### src/design/timer_chan_pkg.sv
// shared constants, types and mode decode for one timer channel
package timer_chan_pkg;
  localparam int          ADDR_W      = 2;
  localparam logic [1:0]  REG_SC      = 2'h0;
  localparam logic [1:0]  REG_VAL_HI  = 2'h1;
  localparam logic [1:0]  REG_VAL_LO  = 2'h2;
  localparam int          FLAG_BIT    = 7;
  localparam int          IE_BIT      = 6;
  localparam int          MSB_BIT     = 5;
  localparam int          MSA_BIT     = 4;
  localparam int          ELS_HI      = 3;
  localparam int          ELS_LO      = 2;
  localparam logic [7:0]  SC_RESET    = 8'h00;
  localparam logic [15:0] VALUE_RESET = 16'h0000;
  localparam logic [15:0] COUNT_ZERO  = 16'h0000;
  localparam logic [1:0]  ELS_OFF     = 2'h0;
  localparam logic [1:0]  ELS_RISE    = 2'h1;
  localparam logic [1:0]  ELS_FALL    = 2'h2;
  localparam logic [1:0]  ELS_BOTH    = 2'h3;
  localparam int          STABLE_CYCLES = 2;

  typedef enum logic [1:0] {
    MODE_CAPTURE,
    MODE_COMPARE,
    MODE_EDGE_PWM,
    MODE_CENTER_PWM
  } chan_mode_t;

  function automatic chan_mode_t decodeMode(input logic centerSel, input logic msHi,
                                            input logic msLo);
    chan_mode_t m;
    m = MODE_CAPTURE;
    if (centerSel) begin
      m = MODE_CENTER_PWM;
    end else if (msHi) begin
      m = MODE_EDGE_PWM;
    end else if (msLo) begin
      m = MODE_COMPARE;
    end
    return m;
  endfunction
endpackage

### src/design/chan_edge_detect.sv
// input capture edge detector for the channel pin
`timescale 1ns/1ps
module chan_edge_detect
  import timer_chan_pkg::*;
(
  input  wire logic       clk,
  input  wire logic       rst,
  input  wire logic       pinIn,
  input  wire logic [1:0] edgeSel,
  input  wire logic       enable,
  output logic            edgeEvt
);
  logic pinPrev_r;
  wire  riseSeen = pinIn & ~pinPrev_r;
  wire  fallSeen = ~pinIn & pinPrev_r;

  // previous level is kept in every mode, so a pin that moved just before
  // the switch into capture can still look like an edge
  always_ff @(posedge clk) begin
    if (rst) begin
      pinPrev_r <= 1'b0;
    end else begin
      pinPrev_r <= pinIn; // [RQ16]
    end
  end

  // edge choice per select field; zero select never fires
  assign edgeEvt = enable & ((edgeSel[0] & riseSeen) | (edgeSel[1] & fallSeen)); // [RQ12]
endmodule // chan_edge_detect

### src/design/chan_pin_drive.sv
// output level of the channel pin for compare and pwm modes
`timescale 1ns/1ps
module chan_pin_drive
  import timer_chan_pkg::*;
(
  input  wire logic       clk,
  input  wire logic       rst,
  input  chan_mode_t      mode,
  input  wire logic [1:0] edgeSel,
  input  wire logic       matchEvt,
  input  wire logic       wrapEvt,
  input  wire logic       countingUp,
  output logic            pinOut
);
  logic pinOut_r;
  logic pinOut_nxt;
  wire  highTrue = (edgeSel == ELS_FALL);

  always_comb begin
    pinOut_nxt = pinOut_r;
    case (mode)
      MODE_COMPARE: begin
        if (matchEvt) begin
          case (edgeSel) // [RQ13]
            ELS_RISE: pinOut_nxt = ~pinOut_r;
            ELS_FALL: pinOut_nxt = 1'b0;
            ELS_BOTH: pinOut_nxt = 1'b1;
            default:  pinOut_nxt = pinOut_r;
          endcase
        end
      end
      MODE_EDGE_PWM: begin
        // period starts at counter wrap, compare ends the active pulse
        if (matchEvt) begin
          pinOut_nxt = ~highTrue; // [RQ14]
        end else if (wrapEvt) begin
          pinOut_nxt = highTrue;
        end
      end
      MODE_CENTER_PWM: begin
        if (matchEvt) begin
          pinOut_nxt = countingUp ? ~highTrue : highTrue; // [RQ15]
        end
      end
      default: pinOut_nxt = pinOut_r;
    endcase
  end

  always_ff @(posedge clk) begin
    if (rst) begin
      pinOut_r <= 1'b0;
    end else begin
      pinOut_r <= pinOut_nxt;
    end
  end

  assign pinOut = pinOut_r;
endmodule // chan_pin_drive

### src/design/timer_channel_control.sv
// status, control and value registers of one 16-bit timer channel
//
// Behaviour
// RQ1: capture mode: selected pin edge sets flag
// RQ2: compare or edge pwm: match sets flag
// RQ3: center pwm: every match sets flag
// RQ4: interrupt request while flag and enable set
// RQ5: flag clears after status read, zero write
// RQ6: new event between steps cancels clearing
// RQ7: reset clears flag; writing one ignored
// RQ8: interrupt enable read/write bit 6, reset zero
// RQ9: mode bit 5 set selects edge pwm
// RQ10: mode bits 00 capture, 01 compare
// RQ11: edge field zero releases the pin
// RQ12: capture edge: rising, falling or both
// RQ13: compare pin action: none, toggle, clear, set
// RQ14: edge pwm polarity from edge field
// RQ15: center pwm ignores mode bits, sets polarity
// RQ16: unstable pin at mode change may flag
// RQ17: software clears flags after reconfiguring channel
// RQ18: center select forces center pwm everywhere
// RQ19: status write resets value byte latch
// RQ20: event beats simultaneous completing clear write
//
// The implementer's own choices: the placing of the registers and the strobed register port.
`timescale 1ns/1ps
module timer_channel_control
  import timer_chan_pkg::*;
(
  input  wire logic              clk,
  input  wire logic              rst,
  input  wire logic [ADDR_W-1:0] regAddr,
  input  wire logic [7:0]        wrData,
  input  wire logic              wrStrobe,
  input  wire logic              rdStrobe,
  output logic      [7:0]        rdData,
  input  wire logic [15:0]       counter,
  input  wire logic              countingUp,
  input  wire logic              centerAlignedSelect,
  input  wire logic              chanPinIn,
  output logic                   chanPinOut,
  output logic                   chanPinOe,
  output logic                   chanPinReleased,
  output logic                   chanIrq
);
  logic        chanEventFlag_r;
  logic        chanIrqEnable_r;
  logic        modeSelectHi_r;
  logic        modeSelectLo_r;
  logic [1:0]  edgeLevelSelect_r;
  logic        clearArmed_r;
  logic        chanEventFlag_nxt;
  logic        clearArmed_nxt;
  logic [15:0] chanValue_r;
  logic [15:0] chanValue_nxt;
  logic [15:0] rdBuf_r;
  logic        rdLatched_r;
  logic        rdFirstHi_r;
  logic [7:0]  wrBufHi_r;
  logic [7:0]  wrBufLo_r;
  logic        wrHiDone_r;
  logic        wrLoDone_r;
  logic        matchPrev_r;
  logic [7:0]  rdData_r;
  logic        captureEvt;
  chan_mode_t  chanMode;

  wire scWrite    = wrStrobe & (regAddr == REG_SC);
  wire scRead     = rdStrobe & (regAddr == REG_SC);
  wire hiWrite    = wrStrobe & (regAddr == REG_VAL_HI);
  wire loWrite    = wrStrobe & (regAddr == REG_VAL_LO);
  wire hiRead     = rdStrobe & (regAddr == REG_VAL_HI);
  wire loRead     = rdStrobe & (regAddr == REG_VAL_LO);
  wire valRead    = hiRead | loRead;
  wire isCapture  = (chanMode == MODE_CAPTURE);
  wire isCenter   = (chanMode == MODE_CENTER_PWM);
  wire pinActive  = (edgeLevelSelect_r != ELS_OFF);
  wire matchNow   = (counter == chanValue_r);
  // a counter may hold one value for many bus cycles, so only the entry counts
  wire matchEvt   = matchNow & ~matchPrev_r;
  wire wrapEvt    = (counter == COUNT_ZERO) & ~isCenter;
  wire compareEvt = ~isCapture & matchEvt; // [RQ2] [RQ3]
  wire chanEvt    = captureEvt | compareEvt;
  wire clearWrite = scWrite & ~wrData[FLAG_BIT] & clearArmed_r;
  wire [7:0] scView = {chanEventFlag_r, chanIrqEnable_r, modeSelectHi_r, modeSelectLo_r,
                       edgeLevelSelect_r, 2'h0};
  wire hiDoneNow  = wrHiDone_r | hiWrite;
  wire loDoneNow  = wrLoDone_r | loWrite;
  wire [7:0] hiNow = hiWrite ? wrData : wrBufHi_r;
  wire [7:0] loNow = loWrite ? wrData : wrBufLo_r;
  wire wrTransfer = hiDoneNow & loDoneNow & ~isCapture;
  wire [15:0] rdSource = (isCapture & rdLatched_r) ? rdBuf_r : chanValue_r;

  // center select overrides the per-channel mode bits
  assign chanMode = decodeMode(centerAlignedSelect, modeSelectHi_r, modeSelectLo_r); // [RQ9] [RQ10] [RQ18]

  chan_edge_detect u_edge (
    .clk     (clk),
    .rst     (rst),
    .pinIn   (chanPinIn),
    .edgeSel (edgeLevelSelect_r),
    .enable  (isCapture & pinActive),
    .edgeEvt (captureEvt)
  ); // [RQ1] [RQ11]

  chan_pin_drive u_drive (
    .clk        (clk),
    .rst        (rst),
    .mode       (chanMode),
    .edgeSel    (edgeLevelSelect_r),
    .matchEvt   (matchEvt),
    .wrapEvt    (wrapEvt),
    .countingUp (countingUp),
    .pinOut     (chanPinOut)
  );

  // flag: hardware set outranks the clear that completes the handshake
  always_comb begin
    chanEventFlag_nxt = chanEventFlag_r;
    clearArmed_nxt    = clearArmed_r;
    if (chanEvt) begin
      chanEventFlag_nxt = 1'b1; // [RQ20]
      clearArmed_nxt    = 1'b0; // [RQ6]
    end else if (clearWrite) begin
      chanEventFlag_nxt = 1'b0; // [RQ5]
      clearArmed_nxt    = 1'b0;
    end else if (scRead & chanEventFlag_r) begin
      clearArmed_nxt    = 1'b1; // [RQ5]
    end
  end

  always_comb begin
    chanValue_nxt = chanValue_r;
    if (isCapture & captureEvt) begin
      chanValue_nxt = counter;
    end else if (wrTransfer) begin
      chanValue_nxt = {hiNow, loNow};
    end
  end

  always_ff @(posedge clk) begin
    if (rst) begin
      chanEventFlag_r <= SC_RESET[FLAG_BIT]; // [RQ7]
      clearArmed_r    <= 1'b0;
    end else begin
      chanEventFlag_r <= chanEventFlag_nxt; // [RQ7]
      clearArmed_r    <= clearArmed_nxt;
    end
  end

  always_ff @(posedge clk) begin
    if (rst) begin
      chanIrqEnable_r   <= SC_RESET[IE_BIT];
      modeSelectHi_r    <= SC_RESET[MSB_BIT];
      modeSelectLo_r    <= SC_RESET[MSA_BIT];
      edgeLevelSelect_r <= SC_RESET[ELS_HI:ELS_LO];
    end else if (scWrite) begin
      chanIrqEnable_r   <= wrData[IE_BIT]; // [RQ8]
      modeSelectHi_r    <= wrData[MSB_BIT];
      modeSelectLo_r    <= wrData[MSA_BIT];
      edgeLevelSelect_r <= wrData[ELS_HI:ELS_LO];
    end
  end

  always_ff @(posedge clk) begin
    if (rst) begin
      chanValue_r <= VALUE_RESET;
      matchPrev_r <= 1'b0;
    end else begin
      chanValue_r <= chanValue_nxt;
      matchPrev_r <= matchNow;
    end
  end

  // byte write buffer; a status write drops a half-written pair
  always_ff @(posedge clk) begin
    if (rst | scWrite | wrTransfer) begin
      wrHiDone_r <= 1'b0; // [RQ19]
      wrLoDone_r <= 1'b0;
    end else begin
      wrHiDone_r <= hiDoneNow;
      wrLoDone_r <= loDoneNow;
    end
  end

  always_ff @(posedge clk) begin
    if (rst) begin
      wrBufHi_r <= 8'h00;
      wrBufLo_r <= 8'h00;
    end else begin
      wrBufHi_r <= hiNow;
      wrBufLo_r <= loNow;
    end
  end

  // read latch: in capture mode, first byte read freezes both until the other byte is read
  always_ff @(posedge clk) begin
    if (rst | scWrite) begin
      rdLatched_r <= 1'b0; // [RQ19]
      rdFirstHi_r <= 1'b0;
      rdBuf_r     <= VALUE_RESET;
    end else if (valRead & isCapture) begin
      if (!rdLatched_r) begin
        rdLatched_r <= 1'b1;
        rdFirstHi_r <= hiRead;
        rdBuf_r     <= chanValue_r;
      end else if (hiRead != rdFirstHi_r) begin
        rdLatched_r <= 1'b0;
      end
    end
  end

  always_ff @(posedge clk) begin
    if (rst) begin
      rdData_r <= 8'h00;
    end else if (scRead) begin
      rdData_r <= scView;
    end else if (hiRead) begin
      rdData_r <= rdSource[15:8];
    end else if (loRead) begin
      rdData_r <= rdSource[7:0];
    end else begin
      rdData_r <= 8'h00;
    end
  end

  assign rdData          = rdData_r;
  assign chanIrq         = chanEventFlag_r & chanIrqEnable_r; // [RQ4]
  assign chanPinReleased = ~pinActive; // [RQ11]
  // capture keeps the pin an input; a released pin is never driven
  assign chanPinOe       = pinActive & ~isCapture; // [RQ11]
endmodule // timer_channel_control

### config.mk
export PLATFORM = sky130hd
export DESIGN_NAME = timer_channel_control
export DESIGN_NICKNAME = d
export VERILOG_FILES = /design/src/design/timer_chan_pkg.sv /design/src/design/chan_edge_detect.sv /design/src/design/chan_pin_drive.sv /design/src/design/timer_channel_control.sv
export SDC_FILE = /design/constraint.sdc
export NUM_CORES = 1
export LEC_CHECK = 0
export BUFFER_PORTS_ARGS = -buffer_cell sky130_fd_sc_hd__buf_2
export CAP_MARGIN = 5
export CELL_PAD_IN_SITES_DETAIL_PLACEMENT = 1
export CELL_PAD_IN_SITES_GLOBAL_PLACEMENT = 1
export CORE_ASPECT_RATIO = 0.5
export CORE_MARGIN = 2
export CORE_UTILIZATION = 40
export CTS_CLUSTER_SIZE = 8
export DETAILED_ROUTE_END_ITERATION = 7
export HOLD_SLACK_MARGIN = 0.12
export PLACE_DENSITY = 0.71
export SETUP_SLACK_MARGIN = 0.1
export SLEW_MARGIN = 10
export SYNTH_ARGS = -nofsm -noshare
export SYNTH_HDL_FRONTEND = slang
export SYNTH_SLANG_ARGS = --single-unit
### constraint.sdc
create_clock -name clk -period 2.42 [get_ports clk]
set_input_delay 0.484 -clock clk [delete_from_list [all_inputs] [get_ports clk]]
set_output_delay 0.484 -clock clk [all_outputs]
set_load 0.02 [all_outputs]
==> impl_metrics.env <==
export IMPL_status="finished, final reports clean"
export IMPL_leakage_uw=0.001832
export IMPL_die_width_um=134.1
export IMPL_setup_viol=0
export IMPL_synth_flop_cell="dfxtp_1"
export IMPL_synth_area_um2=3387
export IMPL_die_h_um=69.07
export IMPL_ys_seq_elements=70
export IMPL_critPathMaxFanout=6
export IMPL_r2r_start="modeSelectLo_r"
export IMPL_yosys_warnings=0
export IMPL_drive_gt1_frac=0.2264
export IMPL_slew_viol_final=0
export IMPL_timing_max_cap_violations=0
export IMPL_peakVddDrop_mv=0.4802
export IMPL_clock_latency_ns=0.33
export IMPL_max_freq_ghz=0.4726
export IMPL_end_kind="output port"
export IMPL_swShare=0.2346
export IMPL_seq_area_frac_synth=0.4137
export IMPL_synth_edff_count=0
export IMPL_regArea_um2=1401
export IMPL_cp_required_ns=1.94
export IMPL_crit_arrival_ns=1.63
export IMPL_hold_path_class="input port to register"
export IMPL_htreeDepth=3
export IMPL_placed_cells_incl_taps=499
export IMPL_drt_iter0_markers=176
export IMPL_antenna_found_initial=0
export IMPL_final_common_cell="dfxtp_1"
export IMPL_slew_headroom=0.6439
export IMPL_worst_pin_slew_ns=0.5341
export IMPL_seqPwrFrac=0.437
export IMPL_ios=45
export IMPL_syn_num_nets=387
export IMPL_ctsHoldBuffers=0
export IMPL_via_per_inst=5.399
export IMPL_cts_path_max_buffers=2
export IMPL_setup_tns_ns=0
export IMPL_timing_rr_end="rdBuf_r[15]"
export IMPL_core_area_um2=8115
export IMPL_place_detailed_hpwl_mm=7.345
export IMPL_place_gp_congestion=0.9473
export IMPL_holdPathStages=2
export IMPL_fin_nets=431
export IMPL_post_synth_top_area_cell="dfxtp_1"
export IMPL_holdPathEnd="u_edge.pinPrev_r"
export IMPL_cts_repair_resized=0
export IMPL_synthTopCellsByArea="dfxtp_1, mux2i_1, nand2_1"
export IMPL_multi_input_area_um2=1826
export IMPL_ys_types=46
export IMPL_ff2ff_path_depth=6
export IMPL_layout_area_overhead_vs_synth_pct=17.18
export IMPL_p_int_uw=2076
export IMPL_final_cell_mix="dfxtp_1, mux2i_1, buf_2"
export IMPL_finalNonFillerCells=514
export IMPL_vias=2775
export IMPL_detail_route_wl_per_cell_um=19.25
export IMPL_grt_pass1_vias=2949
export IMPL_clkPwrFrac=0.477
export IMPL_cts_setup_buffers=0
export IMPL_fp_row_count=23
export IMPL_grt_usage=0.2249
export IMPL_worstSetupStartpointType="register"
export IMPL_comb_power_share=0.086
export IMPL_antenna_left=0
export IMPL_drc=0
export IMPL_skew_ns=0.005733
export IMPL_io_buffer_count=44
export IMPL_p_per_area_nw_per_um2=683.4
export IMPL_cts_tree="done"
export IMPL_clockRootBuffer="clkbuf_16"
export IMPL_syn_inst=354
export IMPL_dp_slack_ns=0.3213
export IMPL_worst_r2r_setup_slack_ns=0.56
export IMPL_clock_sinks=70
export IMPL_grt_overflow_total=0
export IMPL_dieArea_um2=9264
export IMPL_yosysTopAreaCellShare=0.4137
export IMPL_drtPass1Iterations=4
export IMPL_hold_viol=0
export IMPL_grt_pass1_wl_mm=15.93
export IMPL_min_from="chanPinIn"
export IMPL_post_route_util=0.4891
export IMPL_period_share=0.8743
export IMPL_crit_type="register to output port"
export IMPL_diodes=0
export IMPL_async_reset_ff_frac=0
export IMPL_initial_utilization=0.4174
export IMPL_numCtsBuffers=9
export IMPL_avgSynthCellArea_um2=9.568
export IMPL_grt_max_degree=51
export IMPL_period_needed_ns=2.116
export IMPL_worst_hold_slack_ns=0.3979
export IMPL_layout_setup_ws_ns=0.3042
export IMPL_clkSlewWorstSetupHoldPaths_ns=0.06
export IMPL_fillers=947
export IMPL_switchingPower_uw=636.4
export IMPL_wl_mm=9.896
export IMPL_rsz0062_at_grt="false"
==> layer usage <==
layer	vias up	track usage	share of wire
met5	-	0	0
met4	0	0.04561	0.0056
met3	4	0.05887	0.072
met2	63	0.3630	0.47
met1	1380	0.3053	0.46
li1	1328	-	-
==> critical path, cell delays in order (launching register included) <==
cell and delay, ns:
dfxtp_1 0.39, nor3_4 0.46, buf_4 0.24, nor2_1 0.05, buf_2 0.16
==> synthesized netlist by cell type (2+ instances only) <==
master and instances:
nor2_2 9, and2_1 2, xor2_1 16, nand2_1 40, nor2b_1 3, o211ai_1 16
nand3b_2 2, buf_2 4, buf_6 8, clkbuf_1 7, nand2b_1 4, xnor2_1 2
dfxtp_1 70, o22ai_1 2, nor4_1 8, inv_1 3, a21oi_1 25, o22a_1 6
nand3b_4 2, mux2i_1 56, nor3_1 3, o21ai_0 2, nor2_1 37, and3b_1 5
==> cell type report <==
cell class,count,area share
Clock buffer,11,0.06116
Clock inverter,4,0.01198
Inverter,3,0.002837
Multi-Input combinational cell,261,0.4600
Sequential cell,70,0.3531
Tap cell,112,0.03531
Timing Repair Buffer,53,0.07566
==> how the worst max path moves through the flow <==
stage / startpoint / to / slack [ns]
2_1_floorplan: regAddr[1] / rdBuf_r[10] / 0.61
3_3_place_gp: counter[4] / u_drive.pinOut / 0.36
3_5_place_dp: counter[4] / u_drive.pinOut / 0.32
4_1_cts: modeSelectLo_r / chanPinOe / 0.31
5_1_grt: modeSelectHi_r / chanPinOe / 0.24
6_report: modeSelectLo_r / chanPinOe / 0.30
==> state kept, by name (all words and copies together), names as in the netlist, 2 cells and up <==
name,flops
chanValue_r,16
edgeLevelSelect_r,2
rdBuf_r,16
rdData,8
wrBufHi_r,8
wrBufLo_r,8
==> stage by stage <==
stage	cell area (µm²)	total power [µW]
2_1_floorplan	3387	1355
3_3_place_gp	3679	1433
3_5_place_dp	3679	1440
4_1_cts	3969	2731
5_1_grt	3969	2821
6_report	3969	2712
==> logic make-up after synthesis <==
group           count (synthesis)  share of synthesized area
buf+inv                        23                    0.04950
flops                          70                     0.4137
mux                            56                     0.1655
simple gates                  125                     0.1973
xor+xnor                       18                    0.04655
compound gates                 62                     0.1275
==> power groups by stage <==
stage | registers [µW] | logic, µW | clock network [µW]
floorplan | 1200 | 150 | 0
global placement | 1210 | 225 | 0
detailed placement | 1210 | 231 | 0
CTS | 1180 | 234 | 1310
global route | 1190 | 254 | 1380
finish | 1190 | 234 | 1290
(Power assumes the default switching activity.)
